**src/hw/spi_eeprom_pkg.sv**
```systemverilog
// constants, types and opcodes shared by the serial memory slave and its bus master
//
// Behaviour
// - select low means selected and active
// - select high deselects; standby once write done
// - capture on rising, drive on falling, both polarities
// - pause starts on pause low with clock low
// - paused: output floats, clock and data ignored
// - pause ends on pause high with clock low
// - deselect while paused abandons the command
// - after power-up a falling select is needed; the synchroniser resets select high, so one held low through reset counts
// - write needs latch, whole bytes, data, boundary
// - select rising mid-byte discards a pending write
// - read data shifts out until select rises
// - status bits six to four read zero
// - busy flag set during internal write cycle
// - master polls busy flag until it clears
// - write instructions run only with latch set
// - latch set by command, cleared after writes
// - protect bits change only by unlocked status write
// - protect bits select the write-protected range
// - lock bit clear: status always writable
// - lock set and protect pin low: status frozen
// - frozen either order; only protect pin high exits
// - output most significant bit first, else floating

package spi_eeprom_pkg;

   // ==========================================================
   // instruction codes
   localparam logic [7:0] OP_SET_LATCH    = 8'h06;
   localparam logic [7:0] OP_CLEAR_LATCH  = 8'h04;
   localparam logic [7:0] OP_STATUS_READ  = 8'h05;
   localparam logic [7:0] OP_STATUS_WRITE = 8'h01;
   localparam logic [7:0] OP_ARRAY_READ   = 8'h03;
   localparam logic [7:0] OP_ARRAY_WRITE  = 8'h02;
   localparam logic [7:0] OP_ID_READ      = 8'h83;
   localparam logic [7:0] OP_ID_WRITE     = 8'h82;

   // ==========================================================
   // status byte layout
   localparam int SR_BUSY_BIT = 0;
   localparam int SR_WEL_BIT  = 1;
   localparam int SR_BP_LSB   = 2;
   localparam int SR_LOCK_BIT = 7;
   localparam logic [1:0] BP_RESET   = 2'h0;
   localparam logic       LOCK_RESET = 1'b0;

   // ==========================================================
   // protected ranges
   localparam logic [1:0]  BP_NONE    = 2'h0;
   localparam logic [1:0]  BP_QUARTER = 2'h1;
   localparam logic [1:0]  BP_HALF    = 2'h2;
   localparam logic [13:0] PROT_QUARTER_BASE = 14'h3000;
   localparam logic [13:0] PROT_HALF_BASE    = 14'h2000;
   localparam int PAGE_BYTES = 64;

   // ==========================================================
   // timing
   localparam int PCLK_PERIOD_NS = 8;
   localparam int WRITE_CYCLE_NS = 4000000;
   localparam int WRITE_CYCLE_CYCLES = WRITE_CYCLE_NS / PCLK_PERIOD_NS;
   localparam int SCK_PERIOD_NS = 64;
   localparam int SCK_HALF_CYCLES = SCK_PERIOD_NS / (2 * PCLK_PERIOD_NS);
   localparam logic [4:0] SCK_TOGGLES = 5'h10;

   // ==========================================================
   // controller registers (apb byte offsets) and control fields
   localparam logic [11:0] REG_CTRL   = 12'h000;
   localparam logic [11:0] REG_TX     = 12'h004;
   localparam logic [11:0] REG_RX     = 12'h008;
   localparam logic [11:0] REG_STATUS = 12'h00C;
   localparam int CTRL_SELECT_BIT = 0;
   localparam int CTRL_CPOL_BIT   = 1;
   localparam int CTRL_HOLD_BIT   = 2;
   localparam int CTRL_WP_BIT     = 3;
   localparam logic [3:0] CTRL_RESET = 4'h8;

   // ==========================================================
   // command phase of the slave, gray along op, address, data
   typedef enum logic [2:0] {
      PH_OP      = 3'b000,
      PH_ADDR_HI = 3'b001,
      PH_ADDR_LO = 3'b011,
      PH_DATA    = 3'b010,
      PH_WAIT    = 3'b110
   } phase_t;

endpackage

```
**src/hw/spi_link_if.sv**
```systemverilog
// serial link pins between the memory slave and its bus master
`timescale 1ns/1ps
`default_nettype none

interface spi_link_if;
   logic sck;
   logic ss_n;
   logic mosi;
   logic hold_n;
   logic wp_n;
   logic miso;
   logic miso_oe_n;

   modport dev (input sck, ss_n, mosi, hold_n, wp_n, output miso, miso_oe_n);
   modport ctl (output sck, ss_n, mosi, hold_n, wp_n, input miso, miso_oe_n);
endinterface // spi_link_if

`default_nettype wire

```
**src/hw/spi_eeprom_dev.sv**
```systemverilog
// serial memory slave: protocol control, status register and write protection
//
// Local design decisions: the APB slave port and the register offsets.
`timescale 1ns/1ps
`default_nettype none

module spi_eeprom_dev #(
   parameter int unsigned WRITE_CYCLES = spi_eeprom_pkg::WRITE_CYCLE_CYCLES
) (
   input  wire logic        pclk,
   input  wire logic        presetn,
   spi_link_if.dev          link,
   output logic [13:0]      mem_addr,
   output logic             mem_id,
   output logic             mem_we,
   output logic [7:0]       mem_wdata,
   input  wire logic [7:0]  mem_rdata,
   output logic             write_busy_flag,
   output logic             standby,
   output logic             paused
);

   // ==========================================================
   // decode helpers
   function automatic logic is_write(input logic [7:0] op);
      is_write = (op == spi_eeprom_pkg::OP_ARRAY_WRITE) || (op == spi_eeprom_pkg::OP_ID_WRITE)
                 || (op == spi_eeprom_pkg::OP_STATUS_WRITE);
   endfunction

   function automatic logic is_read(input logic [7:0] op);
      is_read = (op == spi_eeprom_pkg::OP_ARRAY_READ) || (op == spi_eeprom_pkg::OP_ID_READ)
                || (op == spi_eeprom_pkg::OP_STATUS_READ);
   endfunction

   function automatic spi_eeprom_pkg::phase_t op_next(input logic [7:0] op,
                                                      input logic busy,
                                                      input logic write_enable_latch);
      case (op)
         spi_eeprom_pkg::OP_STATUS_READ:  op_next = spi_eeprom_pkg::PH_DATA;
         spi_eeprom_pkg::OP_STATUS_WRITE: op_next = (busy || !write_enable_latch) ? spi_eeprom_pkg::PH_WAIT
                                                                   : spi_eeprom_pkg::PH_DATA;
         spi_eeprom_pkg::OP_ARRAY_WRITE,
         spi_eeprom_pkg::OP_ID_WRITE:     op_next = (busy || !write_enable_latch) ? spi_eeprom_pkg::PH_WAIT
                                                                   : spi_eeprom_pkg::PH_ADDR_HI;
         spi_eeprom_pkg::OP_ARRAY_READ,
         spi_eeprom_pkg::OP_ID_READ:      op_next = busy ? spi_eeprom_pkg::PH_WAIT
                                                         : spi_eeprom_pkg::PH_ADDR_HI;
         default:                         op_next = spi_eeprom_pkg::PH_WAIT;
      endcase
   endfunction

   function automatic logic prot_hit(input logic [1:0] bp, input logic [13:0] a, input logic id);
      case (bp)
         spi_eeprom_pkg::BP_NONE:    prot_hit = 1'b0;
         spi_eeprom_pkg::BP_QUARTER: prot_hit = !id && (a >= spi_eeprom_pkg::PROT_QUARTER_BASE);
         spi_eeprom_pkg::BP_HALF:    prot_hit = !id && (a >= spi_eeprom_pkg::PROT_HALF_BASE);
         default:                    prot_hit = 1'b1;
      endcase
   endfunction

   // ==========================================================
   // pin synchronisers: sck, ss_n, mosi, hold_n, wp_n
   logic [4:0] pin_meta;
   logic [4:0] pin_sync;
   logic       sck_s;
   logic       ss_n_s;
   logic       mosi_s;
   logic       hold_n_s;
   logic       wp_n_s;

   always_ff @(posedge pclk or negedge presetn) begin
      if (!presetn) begin
         pin_meta <= 5'h1F;
         pin_sync <= 5'h1F;
      end else begin
         pin_meta <= {link.sck, link.ss_n, link.mosi, link.hold_n, link.wp_n};
         pin_sync <= pin_meta;
      end
   end

   assign sck_s    = pin_sync[4];
   assign ss_n_s   = pin_sync[3];
   assign mosi_s   = pin_sync[2];
   assign hold_n_s = pin_sync[1];
   assign wp_n_s   = pin_sync[0];

   // ==========================================================
   // selection, pause and clock edges
   logic armed;
   logic selected;
   logic was_sel;
   logic end_frame;
   logic sck_prev;
   logic rise;
   logic fall;

   // armed sets once ss_n_s reads high, and the synchroniser resets it high, so a select low at power-up also counts
   always_ff @(posedge pclk or negedge presetn) begin
      if (!presetn)
         armed <= 1'b0;
      else if (ss_n_s)
         armed <= 1'b1;
   end

   assign selected  = armed && !ss_n_s;
   assign end_frame = was_sel && !selected;

   always_ff @(posedge pclk or negedge presetn) begin
      if (!presetn) begin
         was_sel  <= 1'b0;
         sck_prev <= 1'b0;
      end else begin
         was_sel  <= selected;
         sck_prev <= sck_s;
      end
   end

   always_ff @(posedge pclk or negedge presetn) begin
      if (!presetn)
         paused <= 1'b0;
      else if (!selected)
         paused <= 1'b0;
      else if (!paused && !hold_n_s && !sck_s)
         paused <= 1'b1;
      else if (paused && hold_n_s && !sck_s)
         paused <= 1'b0;
   end

   // sck_prev keeps tracking during a pause so no stale edge fires on resume
   assign rise = selected && !paused && sck_s && !sck_prev;
   assign fall = selected && !paused && !sck_s && sck_prev;

   // ==========================================================
   // command shifter and phase
   spi_eeprom_pkg::phase_t phase;
   logic [2:0]  bit_cnt;
   logic [7:0]  sh_in;
   logic [7:0]  in_byte;
   logic [7:0]  opcode;
   logic [15:0] addr;
   logic [7:0]  sr_data;
   logic        has_data;
   logic [63:0] wmask;
   logic [7:0]  wbuf [0:spi_eeprom_pkg::PAGE_BYTES-1];
   logic        write_enable_latch;
   logic        busy;
   logic [1:0]  bp;
   logic        lock;
   logic [7:0]  status;

   assign in_byte = {sh_in[6:0], mosi_s};
   assign status  = {lock, 3'h0, bp, write_enable_latch, busy};

   always_ff @(posedge pclk or negedge presetn) begin
      if (!presetn) begin
         phase    <= spi_eeprom_pkg::PH_OP;
         bit_cnt  <= 3'h0;
         sh_in    <= 8'h00;
         opcode   <= 8'h00;
         addr     <= 16'h0000;
         sr_data  <= 8'h00;
         has_data <= 1'b0;
         wmask    <= 64'h0;
      end else if (end_frame) begin
         phase    <= spi_eeprom_pkg::PH_OP;
         bit_cnt  <= 3'h0;
         has_data <= 1'b0;
      end else if (rise) begin
         bit_cnt <= bit_cnt + 3'h1;
         sh_in   <= in_byte;
         if (bit_cnt == 3'h7) begin
            case (phase)
               spi_eeprom_pkg::PH_OP: begin
                  opcode <= in_byte;
                  phase  <= op_next(in_byte, busy, write_enable_latch);
                  if (is_write(in_byte) && !busy && write_enable_latch)
                     wmask <= 64'h0;
               end
               spi_eeprom_pkg::PH_ADDR_HI: begin
                  addr[15:8] <= in_byte;
                  phase      <= spi_eeprom_pkg::PH_ADDR_LO;
               end
               spi_eeprom_pkg::PH_ADDR_LO: begin
                  addr[7:0] <= in_byte;
                  phase     <= spi_eeprom_pkg::PH_DATA;
               end
               spi_eeprom_pkg::PH_DATA: begin
                  if (opcode == spi_eeprom_pkg::OP_STATUS_WRITE) begin
                     if (!has_data)
                        sr_data <= in_byte;
                     has_data <= 1'b1;
                  end else if (is_write(opcode)) begin
                     wmask[addr[5:0]] <= 1'b1;
                     addr[5:0]        <= addr[5:0] + 6'h01; // page wraps
                     has_data         <= 1'b1;
                  end else if (opcode != spi_eeprom_pkg::OP_STATUS_READ) begin
                     addr[13:0] <= addr[13:0] + 14'h0001;
                  end
               end
               default: phase <= phase;
            endcase
         end
      end
   end

   // page buffer holds the bytes until the frame ends at a byte boundary
   always_ff @(posedge pclk) begin
      if (rise && bit_cnt == 3'h7 && phase == spi_eeprom_pkg::PH_DATA && is_write(opcode))
         wbuf[addr[5:0]] <= in_byte;
   end

   // ==========================================================
   // serial output
   logic [7:0] out_byte;
   logic [7:0] src_byte;
   logic       drive;

   always_comb begin
      if (bit_cnt != 3'h0)
         src_byte = out_byte;
      else if (opcode == spi_eeprom_pkg::OP_STATUS_READ)
         src_byte = status;
      else
         src_byte = mem_rdata;
   end

   always_ff @(posedge pclk or negedge presetn) begin
      if (!presetn) begin
         drive     <= 1'b0;
         out_byte  <= 8'h00;
         link.miso <= 1'b0;
      end else if (!selected) begin
         drive <= 1'b0;
      end else if (fall && phase == spi_eeprom_pkg::PH_DATA && is_read(opcode)) begin
         drive     <= 1'b1;
         out_byte  <= src_byte;
         link.miso <= src_byte[3'h7 - bit_cnt];
      end
   end

   assign link.miso_oe_n = !(drive && !paused);

   // ==========================================================
   // frame completion, latch, status and internal write cycle
   logic        frame_ok;
   logic        sr_open;
   logic        pend_sr;
   logic [7:0]  wpage;
   logic        wr_id;
   logic [31:0] wc_cnt;

   assign frame_ok = phase == spi_eeprom_pkg::PH_DATA && bit_cnt == 3'h0 && has_data
                     && is_write(opcode);
   assign sr_open  = !lock || wp_n_s;

   always_ff @(posedge pclk or negedge presetn) begin
      if (!presetn) begin
         write_enable_latch     <= 1'b0;
         busy    <= 1'b0;
         bp      <= spi_eeprom_pkg::BP_RESET;
         lock    <= spi_eeprom_pkg::LOCK_RESET;
         pend_sr <= 1'b0;
         wpage   <= 8'h00;
         wr_id   <= 1'b0;
         wc_cnt  <= 32'h0;
      end else if (busy) begin
         wc_cnt <= wc_cnt + 32'h1;
         if (end_frame && bit_cnt == 3'h0 && phase == spi_eeprom_pkg::PH_WAIT
             && opcode == spi_eeprom_pkg::OP_CLEAR_LATCH)
            write_enable_latch <= 1'b0;
         if (wc_cnt == WRITE_CYCLES - 32'h1) begin
            busy <= 1'b0;
            write_enable_latch  <= 1'b0;
            if (pend_sr) begin
               lock <= sr_data[spi_eeprom_pkg::SR_LOCK_BIT];
               bp   <= sr_data[spi_eeprom_pkg::SR_BP_LSB +: 2];
            end
         end
      end else if (end_frame && bit_cnt == 3'h0 && phase == spi_eeprom_pkg::PH_WAIT) begin
         if (opcode == spi_eeprom_pkg::OP_SET_LATCH)
            write_enable_latch <= 1'b1;
         else if (opcode == spi_eeprom_pkg::OP_CLEAR_LATCH)
            write_enable_latch <= 1'b0;
      end else if (end_frame && frame_ok) begin
         pend_sr <= opcode == spi_eeprom_pkg::OP_STATUS_WRITE;
         wpage   <= addr[13:6];
         wr_id   <= opcode[7];
         wc_cnt  <= 32'h0;
         if (opcode == spi_eeprom_pkg::OP_STATUS_WRITE)
            busy <= sr_open;
         else
            busy <= !prot_hit(bp, addr[13:0], opcode[7]);
      end
   end

   // buffered bytes go to the array during the first cycles of the write cycle
   always_ff @(posedge pclk or negedge presetn) begin
      if (!presetn) begin
         mem_addr  <= 14'h0000;
         mem_id    <= 1'b0;
         mem_we    <= 1'b0;
         mem_wdata <= 8'h00;
      end else if (busy && !pend_sr && wc_cnt < spi_eeprom_pkg::PAGE_BYTES) begin
         mem_addr  <= {wpage, wc_cnt[5:0]};
         mem_id    <= wr_id;
         mem_we    <= wmask[wc_cnt[5:0]];
         mem_wdata <= wbuf[wc_cnt[5:0]];
      end else begin
         mem_addr <= addr[13:0];
         mem_id   <= opcode[7];
         mem_we   <= 1'b0;
      end
   end

   assign write_busy_flag = busy;
   assign standby         = !selected && !busy;

endmodule // spi_eeprom_dev

`default_nettype wire

```
**src/flat_wrapper.sv**
```systemverilog
// flat-port wrapper written by rule: the top's interface ports become plain ports
module spi_eeprom_dev_flat 
#(
   parameter int unsigned WRITE_CYCLES = spi_eeprom_pkg::WRITE_CYCLE_CYCLES
)
  (pclk, presetn, mem_addr, mem_id, mem_we, mem_wdata, mem_rdata, write_busy_flag, standby, paused, link_sck, link_ss_n, link_mosi, link_hold_n, link_wp_n, link_miso, link_miso_oe_n);
  spi_link_if link_i ();
  input  wire logic pclk;
  input  wire logic presetn;
  output logic [13:0] mem_addr;
  output logic mem_id;
  output logic mem_we;
  output logic [7:0] mem_wdata;
  input  wire logic [7:0] mem_rdata;
  output logic write_busy_flag;
  output logic standby;
  output logic paused;
  input wire logic [$bits(link_i.sck)-1:0] link_sck;
  input wire logic [$bits(link_i.ss_n)-1:0] link_ss_n;
  input wire logic [$bits(link_i.mosi)-1:0] link_mosi;
  input wire logic [$bits(link_i.hold_n)-1:0] link_hold_n;
  input wire logic [$bits(link_i.wp_n)-1:0] link_wp_n;
  output wire logic [$bits(link_i.miso)-1:0] link_miso;
  output wire logic [$bits(link_i.miso_oe_n)-1:0] link_miso_oe_n;
  assign link_i.sck = link_sck;
  assign link_i.ss_n = link_ss_n;
  assign link_i.mosi = link_mosi;
  assign link_i.hold_n = link_hold_n;
  assign link_i.wp_n = link_wp_n;
  assign link_miso = link_i.miso;
  assign link_miso_oe_n = link_i.miso_oe_n;
  spi_eeprom_dev #(.WRITE_CYCLES(WRITE_CYCLES)) u_core (.pclk(pclk), .presetn(presetn), .link(link_i), .mem_addr(mem_addr), .mem_id(mem_id), .mem_we(mem_we), .mem_wdata(mem_wdata), .mem_rdata(mem_rdata), .write_busy_flag(write_busy_flag), .standby(standby), .paused(paused));
endmodule
```
**config.mk**
```make
export PLATFORM = sky130hd
export DESIGN_NAME = spi_eeprom_dev_flat
export DESIGN_NICKNAME = d
export VERILOG_FILES = /design/src/hw/spi_eeprom_pkg.sv /design/src/hw/spi_link_if.sv /design/src/hw/spi_eeprom_dev.sv /design/src/flat_wrapper.sv
export SDC_FILE = /design/constraint.sdc
export NUM_CORES = 1
export LEC_CHECK = 0
export BUFFER_PORTS_ARGS = -buffer_cell sky130_fd_sc_hd__buf_4
export CORE_MARGIN = 1.5
export CORE_UTILIZATION = 35
export CTS_CLUSTER_SIZE = 40
export DETAILED_ROUTE_END_ITERATION = 10
export HOLD_SLACK_MARGIN = 0.03
export SLEW_MARGIN = 5
export SYNTH_ARGS = -nofsm -noshare
export SYNTH_HDL_FRONTEND = slang
export SYNTH_SLANG_ARGS = --single-unit
```
**constraint.sdc**
```tcl
create_clock -name pclk -period 3.3 [get_ports pclk]
set_input_delay 0.495 -clock pclk [delete_from_list [all_inputs] [get_ports pclk]]
set_output_delay 0.495 -clock pclk [all_outputs]
set_load 0.01 [all_outputs]
```
# After elaboration in Yosys (flattened, before gate mapping)
# Memory sizes are Yosys's and may differ from the RTL's. A register that Yosys moved wholly into a read port is not among the register bits.
# Index checks and enable logic that the tools add are counted.
[classes] addsub=5 n_lt_le_gt_ge=7 n_eq_ne=33 mux=63 n_bitwise=5 n_reduce_logical=85
[ops] cell="two-way mux 64 bit" count=3
[ops] cell="case mux 64 bit (2 select lines)" count=1
[ops] cell="two-way mux 32 bit" count=3
[ops] cell="OR 64 bit" count=1
[ops] cell="two-way mux 14 bit" count=3
[ops] cell="two-way mux 1 bit" count=33
[ops] cell="adder 32 x 1 -> 32 bit, second input constant" count=1
[ops] cell="equality test 32 x 19 -> 1 bit, second input constant" count=1
[ops] cell="equality test 8 x 2 -> 1 bit, second input constant" count=4
[ops] cell="equality test 8 x 3 -> 1 bit, second input constant" count=4
[ops] cell="equality test 8 bit, second input constant" count=4
[ops] cell="logical AND 1 bit" count=32
[ops] cell="less-than comparator 32 x 7 -> 1 bit, second input constant" count=1
[ops] cell=">= comparator 14 bit, second input constant" count=2
[ops] cell="two-way mux 3 bit" count=8
[ops] cell="two-way mux 8 bit" count=3
[ops] cell="AND reduction 7 bit" count=3
[ops] cell="equality test 8 x 1 -> 1 bit, second input constant" count=2
[ops] cell="case mux 8 bit (2 select lines)" count=1
[ops] cell="nonzero test 2 bit" count=8
[ops] cell="adder 14 x 1 -> 14 bit, second input constant" count=1
[ops] cell="zero test 1 bit" count=14
[ops] cell="less-than comparator 6 x 7 -> 1 bit, second input constant" count=2
[ops] cell="case mux 3 bit (4 select lines)" count=1
[ops] cell="33 further kinds" count=62
[word_totals] register_bits=195 mem_bits_rw=512 input_bits=15 out_inout_bits=29 word_cells=229 memories=1
[memory_table] name="u_core.wbuf" depth=64 width=8 rd=1 rd_clocked_by_memory_dff=1 wr=1 line="spi_eeprom_dev.sv:144" rtl="logic [7:0] wbuf [0:spi_eeprom_pkg::PAGE_BYTES-1];"

# Longest topological paths before layout
# Gate-level depths: netlist of the first run.
[logic_depth] depth_word=13 mapped_depth=9 depth_no_buf=7

# Least setup slack after synthesis of the first run
# No wires, ideal clock.
[synth_path] path_kind="reg2reg" from="register u_core.sh_in[0]" to="register u_core.wmask[1]" setup_time_ps=122 arrival_ps=2559 required_time_ps=3178 setup_slack_ps=619 path_stages_with_launch=7 path_buffers=1 synth_period_minus_slack_ps=2681 path_cell_list="dfrtp_1 nor2b_1 o2111ai_1 a221oi_2 nand2_1 clkbuf_1 a32o_1"
[synth_via] elab_chain_len=7 word_cells_on_any_way=9 classes_between="eq/ne (4); reduce/logical (5)"
[synth_rtl] item="start, declared" line="spi_eeprom_dev.sv:137" rtl="logic [7:0] sh_in;"
[synth_rtl] item="start signal, assigned" line="spi_eeprom_dev.sv:170" rtl="sh_in <= in_byte;"
[synth_rtl] item="equality test 8 x 2 -> 1 bit or equality test 8 bit (tied branches)" line="spi_eeprom_dev.sv:26" rtl="is_write = (op == spi_eeprom_pkg::OP_ARRAY_WRITE) || (op == spi_eeprom_pkg::OP_ID_WRITE)"
[synth_rtl] item="logical OR 1 bit" line="spi_eeprom_dev.sv:26"
[synth_rtl] item="logical OR 1 bit (*)" line="spi_eeprom_dev.sv:27" rtl="|| (op == spi_eeprom_pkg::OP_STATUS_WRITE);"
[synth_rtl] item="logical AND 1 bit (*) (2 in a row)" line="spi_eeprom_dev.sv:176" rtl="if (is_write(in_byte) && !busy && write_enable_latch)"
[synth_rtl] item="!= test 2 x 1 -> 1 bit (no line) (*)"
[synth_rtl] item="AND reduction 7 bit (no line) (*)"
[synth_rtl] item="end signal, assigned" line="spi_eeprom_dev.sv:163" rtl="wmask <= 64'h0;"
[synth_rtl] item="end signal, assigned" line="spi_eeprom_dev.sv:177" rtl="wmask <= 64'h0;"
[synth_rtl] item="end signal, assigned by index" line="spi_eeprom_dev.sv:193" rtl="wmask[addr[5:0]] <= 1'b1;"
[synth_rtl] item="end, declared" line="spi_eeprom_dev.sv:143" rtl="logic [63:0] wmask;"
# Every way passes the cells marked *; elsewhere a longest branch is shown, timed or not.
# A chain may end at the register's enable or synchronous reset.

# Worst setup path in the final report of the first run
[layout_path] from="register u_core.opcode[3]" to="memory u_core.wbuf[57][3] (enable)"
[layout_via] elab_chain_len=6 word_cells_on_any_way=8 classes_between="eq/ne (3); mux (2); reduce/logical (3)"
[layout_rtl] item="start, declared" line="spi_eeprom_dev.sv:139" rtl="logic [7:0] opcode;"
[layout_rtl] item="start signal, assigned" line="spi_eeprom_dev.sv:174" rtl="opcode <= in_byte;"
[layout_rtl] item="equality test 8 x 2 -> 1 bit or equality test 8 bit (tied branches)" line="spi_eeprom_dev.sv:26"
[layout_rtl] item="logical OR 1 bit" line="spi_eeprom_dev.sv:26"
[layout_rtl] item="logical OR 1 bit (*)" line="spi_eeprom_dev.sv:27"
[layout_rtl] item="logical AND 1 bit (*)" line="spi_eeprom_dev.sv:208" rtl="if (rise && bit_cnt == 3'h7 && phase == spi_eeprom_pkg::PH_DATA && is_write(opcode))"
[layout_rtl] item="two-way mux 1 bit (*)" line="spi_eeprom_dev.sv:208"
[layout_rtl] item="two-way mux 1 bit (not written as such) (*)" line="spi_eeprom_dev.sv:209" rtl="wbuf[addr[5:0]] <= in_byte;"
[layout_rtl] item="end, declared" line="spi_eeprom_dev.sv:144"
# Marked as above.

==> results.md, run 1 <==
* Outcome: completed
* Final min period at 3170 ps
* Setup repair bufs after CTS at 0
* Critical path start-end classification: reg2reg
* Gpl congestion at 0.821
* CTS tree: done
* Hold Slack at 168 ps
* Row count at 106
* Io pins at 44
* Share of cells above drive strength 1 at 0.246
* Synth area leaders: edfxtp_1 (52%), dfrtp_1 (16%), mux4_2 (11%)
* Post-synth top cells: edfxtp_1 (512), dfrtp_1 (188), mux4_2 (142)
* Startpoint Class: register
* Critical-path top delay cell: nand2_1
* GR Util All Layers at 0.178
* Critical Path Fanout Max at 8
* Yosys warns at 0
* Clk slew on worst S/H paths at 60 ps
* GRT overflow at 0
* Worst path max stage delay at 700 ps
* Global-route wire length before repair at 115000 um
* Clock Skews at 22.8 ps
* Max Slew Vio Count at 0
* IR drop worst, VDD at 622 uV
* Top FF cell, synth: edfxtp_1
* DR WL/cell at 24.2 um
* Final Instance Area at 34100 um2
* Clock root buffer: clkbuf_16
* Final Total Pwr at 0.0188 W
* TNS Setup at 0 ps
* Worst Path Required at 3620 ps
* Max-Cap Viols at 0
* Initial antenna violation count at 1
* Arrival time worst endpoint at 3490 ps
* Via count at 17500
* Hold Fails Final Rpt at 0
* Area leader, netlist: edfxtp_1
* Critical Path, Cell by Cell: nor4_4, o2111ai_1, nor3_1, nand2_1, nor2_1, buf_4
* WL final at 75700 um
* Post-synthesis sequential area ratio at 0.692
* Seq cells post-synth at 710
* EDFF count, synth at 512
* Fin nets at 2021
* Initial DRT Pass Iterations at 5
* Initial Util at 0.352
* Routed Antenna Nets at 0
* Placed inst area at 31700 um2
* Min-Delay Path Class: in2reg
* DRT iter0 DRCs at 1662
* Ant diodes at 0
* Die X at 293 um
* Synthesis-to-layout area growth at 15.9%
* Worst-Margin Slew at 1200 ps
* Port-buffer cells at 43
* Fmax at 316 MHz
* Syn_area_per_cell at 15.9 um2
* Clock sinks at 710
* Synth top area share at 0.523
* Slew Limit Headroom at 0.199
* Synth Net Count at 1869
* # DRC at 0
* Post-Syn Instances at 1846
* Power Dens Cells at 553 nW/um2
* Leakage at 11.9 nW
* RSZ-0062 raised after global routing: true
* CTS Buf Count at 72
* Max clock buf depth at 3
* Asr flop ratio synth at 0.279
* Later-pin clock latency in the skew report at 620 ps
* Total die area at 85700 um2
* CTS H-tree lvls at 3
* Most common cell in the netlist: edfxtp_1
* Vias/cell at 5.59
* DP Wirelength at 47600 um
* Core box area at 83400 um2
* Final Cycle Share at 0.960
* Die H at 293 um
* Vias in the first global route at 18000
* Cell variety after synth at 83
* Post-layout util at 0.408
* Mapped Area at 29400 um2
* Largest net degree at the start of global routing at 91
* Nature of the critical path endpoint: register
* Final Setup Violations at 0
==> power breakdown <==
group | switching (W) | internal, W | leakage (nW)
clock | 0.00340 | 0.00462 | 1.10
combinational | 0.000669 | 0.000122 | 3.46
sequential | 0.0000360 | 0.00999 | 7.32
==> cell usage in the layout, fill, tap and decap left out, types with 32 or more instances in the layout <==
cell type / n
buf_4: 169
edfxtp_1: 512
mux4_2: 142
nor2_1: 141
nand3_1: 57
mux2_2: 36
dfrtp_1: 179
a21oi_1: 50
clkbuf_16: 74
nor3_1: 32
o21ai_0: 63
a32o_1: 40
nand2_1: 136
==> cells by family after synthesis <==
family,Yosys count,synth area share
flip-flops,710,0.692
AND/OR/NAND/NOR,498,0.0829
AO/OA/AOI/OAI,289,0.0700
multiplexers,194,0.128
buffers and inverters,139,0.0214
XOR/XNOR,8,0.00238
adder cells (fa/ha/maj),8,0.00340
==> per-stage QoR <==
step / setup slack (ps) / instances
after detailed placement: 169 / 2998
after floorplan: 619 / 1846
after global routing: -10.8 / 3132
final: 133 / 3132
after global placement: 211 / 2998
after CTS: 163 / 3132
==> worst max-delay path: cells and delay by family, from the launching register on <==
kind,cells,cell delay [ps]
simple gates,4,1980
buf+inv,1,200
flops,1,420
compound gates,1,270
==> flip-flops by register name, summed over array words and instances (netlist names), 2 cells and up <==
signal	flops
u_core.wbuf	512
u_core.wmask	64
u_core.wc_cnt	32
u_core.addr	14
u_core.mem_addr	14
u_core.mem_wdata	8
u_core.opcode	8
u_core.out_byte	8
u_core.wpage	8
u_core.sh_in	7
u_core.pin_meta	5
u_core.pin_sync	5
u_core.bit_cnt	3
u_core.phase	3
u_core.sr_data	3
u_core.bp	2
==> layer usage <==
layer,vias to the layer above,part of all wire,global-route usage
li1,7596,-,-
met1,9207,0.42,0.235
met2,573,0.49,0.294
met3,139,0.062,0.0299
met4,2,0.031,0.0663
met5,-,0.00012,0
==> layout make-up <==
type	count	area, um2
timing repair buffer	184	1500
fill	7432	49400
multi-input combinational	997	8450
sequential	710	20400
inverter	33	124
tap	1080	1350
clock inverter	34	345
clock buffer	94	1940
==> what timing repair did <==
item,CTS,global route
hold buffers,6,0
gates resized for setup,0,0
setup endpoints to repair,0,20
endpoints found under the hold margin,84,0
==> path summary, 6_finish.rpt <==
check	end	slack (ps)	start	cells past startpoint
worst min-delay path	u_core.out_byte[6]$_DFFE_PN0P_	170	mem_rdata[6]	3
worst max register to register	u_core.wbuf[57][3]$_DFFE_PP_	130	u_core.opcode[3]$_DFFE_PN0P_	6
max in group asynchronous	u_core.wmask[35]$_DFFE_PN0P_	1900	presetn	3
worst max-delay path	u_core.wbuf[57][3]$_DFFE_PP_	130	u_core.opcode[3]$_DFFE_PN0P_	6
worst min register to register	u_core.pin_sync[1]$_DFF_PN1_	350	u_core.pin_meta[1]$_DFF_PN1_	0
min in group asynchronous	u_core.drive$_DFFE_PN0P_	480	presetn	2
No activity file was read; power rests on OpenSTA's default activity.
==> run 2: changes to the inputs <==
ABC_AREA = 1   (was unset)
==> run 2 against run 1 <==
The run now ends with DRC left. Register-to-register slack gained 580 ps. Sequential power is essentially flat. Critical path depth grew 5. Clock skew grew 7.7 ps. Hold slack gained 190 ps. Total power grew 2.4%. Clock power grew 5.0%. Final area grew 5.7%. Global-route usage grew 1.1 points. Setup slack gained 580 ps. Area after synthesis grew 6.5%. Flip-flop and latch count is the same. Critical path type unchanged. Critical endpoint is now u_core.mem_wdata[7]$_DFFE_PN0P_. Largest cell class unchanged.
==> results.md, run 2 <==
* Outcome: finished, violations left
* Failing checks: DRC
* Global-route wire length before repair at 133000 um
* Initial antenna violation count at 2
* Max clock buf depth at 3
* Clk slew on worst S/H paths at 60 ps
* Yosys warns at 0
* Final Setup Violations at 0
* Compound-Gate Fraction of Synth Area at 0.0875
* Critical Path Fanout Max at 27
* Asr flop ratio synth at 0.279
* Mux share of post-synthesis cell area at 0.000639
* Min-Delay Path Class: reg2reg
* IR drop worst, VDD at 317 uV
* Synth top area share at 0.491
* Fmax at 387 MHz
* Leakage at 13.4 nW
* Nature of the critical path endpoint: register
* Most frequent cells in the layout: nand2_1 (532), edfxtp_1 (512), nor2_1 (450)
* GRT overflow at 0
* Worst Path Required at 3890 ps
* Max-Cap Viols at 0
* Final Cycle Share at 0.783
* Vias/cell at 5.25
* Area leader, netlist: edfxtp_1
* Via count at 23200
* Cell variety after synth at 40
* EDFF count, synth at 512
* Fin nets at 3222
* Clock root buffer: clkbuf_16
* Power Dens Cells at 535 nW/um2
* Hold Fails Final Rpt at 0
* Fin cells at 4429
* Seq cells post-synth at 710
* Mapped Area at 31300 um2
* Vias in the first global route at 22300
* RSZ-0062 raised after global routing: false
* Critical path start-end classification: reg2reg
* Synthesis-to-layout area growth at 15.0%
* Initial DRT Pass Iterations at 11
* Share of cells above drive strength 1 at 0.103
* Adder-Cell Fraction of Synth Area at 0.00320
* TNS Setup at 0 ps
* Placed instance count at 4279
* GR Util All Layers at 0.189
* Final Total Pwr at 0.0193 W
* Most common cell in the netlist: nand2_1
* Placed inst area at 33500 um2
* CTS Buf Count at 77
* Port-buffer cells at 43
* Top FF cell, synth: edfxtp_1
* Main combinational cell family by area after synthesis: simple AND/OR/NAND/NOR gates
* Clock sinks at 710
* Worst-Margin Slew at 1080 ps
* Max FFs per register at 512
* Largest net degree at the start of global routing at 123
* Max Slew Vio Count at 0
* Synth area leaders: edfxtp_1 (49%), dfrtp_1 (15%), nand2_1 (6.4%)
* Die X at 302 um
* CTS H-tree lvls at 3
* DP Wirelength at 50400 um
* Clock Skews at 30.5 ps
* Setup ws final at 716 ps
* WL final at 86200 um
* DRT iter0 DRCs at 2532
* Final Instance Area at 36000 um2
* Post-Synth XOR/XNOR Area at 0.00531
* DR WL/cell at 19.5 um
* Synth Net Count at 3151
* Core box area at 88500 um2
* Post-synthesis sequential area ratio at 0.649
* CTS resizes at 0
* Gpl congestion at 0.916
* Routed Antenna Nets at 0
* Simple-gate portion of the synthesized area at 0.201
* Die H at 302 um
* Io pins at 44
* Initial Util at 0.354
* Startpoint Class: register
* Worst slack, placed at 763 ps
* Final min period at 2580 ps
* CTS tree: done
* Syn_area_per_cell at 10.0 um2
* Total die area at 91300 um2
* Row count at 109
* Later-pin clock latency in the skew report at 640 ps
* Post-Syn Instances at 3128
* # DRC at 1
* Most common cell after layout, fill and taps aside: nand2_1
* Slew Limit Headroom at 0.282
* Arrival time worst endpoint at 3170 ps
* Post-synth top cells: nand2_1 (532), edfxtp_1 (512), nor2_1 (450)
* Setup repair bufs after CTS at 0
* Ant diodes at 0
## run 2: cell count changes after synthesis, moves of 60 or more
| cell | before | now |
|---|---|---|
| mux4_2 | 142 | 0 |
| o21ai_0 | 63 | 283 |
| nor3_1 | 32 | 101 |
| inv_1 | 30 | 203 |
| nand3_1 | 57 | 281 |
| nand4_1 | 22 | 82 |
| nand2_1 | 136 | 532 |
| nor2_1 | 141 | 450 |
| a21oi_1 | 50 | 134 |
## run 2: routing by layer
layer,vias up,global-route usage,wire (um)
met5,-,0,9
met3,138,0.0279,6250
met4,2,0.0639,2090
met1,11300,0.267,37900
li1,10900,-,-
met2,852,0.296,40000
## run 2: path summary, 6_finish.rpt
| check | endpoint | cells past startpoint | startpoint | slack [ps] |
|---|---|---|---|---|
| max | u_core.mem_wdata[7]$_DFFE_PN0P_ | 11 | u_core.wc_cnt[2]$_DFFE_PN0P_ | 720 |
| min | u_core.pin_sync[1]$_DFF_PN1_ | 0 | u_core.pin_meta[1]$_DFF_PN1_ | 350 |
| max reg2reg | u_core.mem_wdata[7]$_DFFE_PN0P_ | 11 | u_core.wc_cnt[2]$_DFFE_PN0P_ | 720 |
| min reg2reg | u_core.pin_sync[1]$_DFF_PN1_ | 0 | u_core.pin_meta[1]$_DFF_PN1_ | 350 |
| max in group asynchronous | u_core.pin_sync[2]$_DFF_PN1_ | 3 | presetn | 1950 |
| min in group asynchronous | u_core.link.miso$_DFFE_PN0P_ | 2 | presetn | 460 |
## run 2: logic make-up (layout without fill, tap and decap cells)
family                   after synthesis  in the layout
AO/OA/AOI/OAI                        510            510
adder cells (fa/ha/maj)                8              8
AND/OR/NAND/NOR                     1470           1470
multiplexers                           2              2
buffers and inverters                409            545
flip-flops                           710            710
XOR/XNOR                              19             19
## run 2: cell type report
cell class,instances,area [um2]
clock buffers,114,2140
clock inverters,30,319
fillers,8459,52500
inverters,214,811
multi-input cells,2009,9350
flip-flops and latches,710,20400
well taps,1165,1460
repair buffers,187,1590
## run 2: what timing repair did
item	CTS	global route
endpoints found under the setup margin	0	0
hold buffers	6	0
endpoints found under the hold margin	77	0
## run 2: stage by stage
| step | hold WS [ps] | util |
|---|---|---|
| after floorplan | 199 | - |
| after global placement | 345 | 0.379 |
| after detailed placement | 347 | 0.379 |
| after CTS | 340 | 0.407 |
| after global routing | 357 | 0.407 |
| final | 354 | 0.407 |
## run 2: critical path, cell delays in order, from the launching register on
cell     delay, ps
dfrtp_2        840
inv_2          340
buf_4          310
nor2_1         310
a21oi_1        120
nand3_1        120
nand3_1         90
nand2_1         90
nand2_1        100
nand3_1        100
nand2_1         50
inv_1           40
## run 2: report_power, final
group | total [W] | leakage (nW) | internal [W] | switching (W)
Combinational | 0.000850 | 4.92 | 0.000117 | 0.000734
Sequential | 0.0100 | 7.29 | 0.00998 | 0.0000228
Clock | 0.00843 | 1.18 | 0.00484 | 0.00359
Total | 0.0193 | 13.4 | 0.0149 | 0.00435
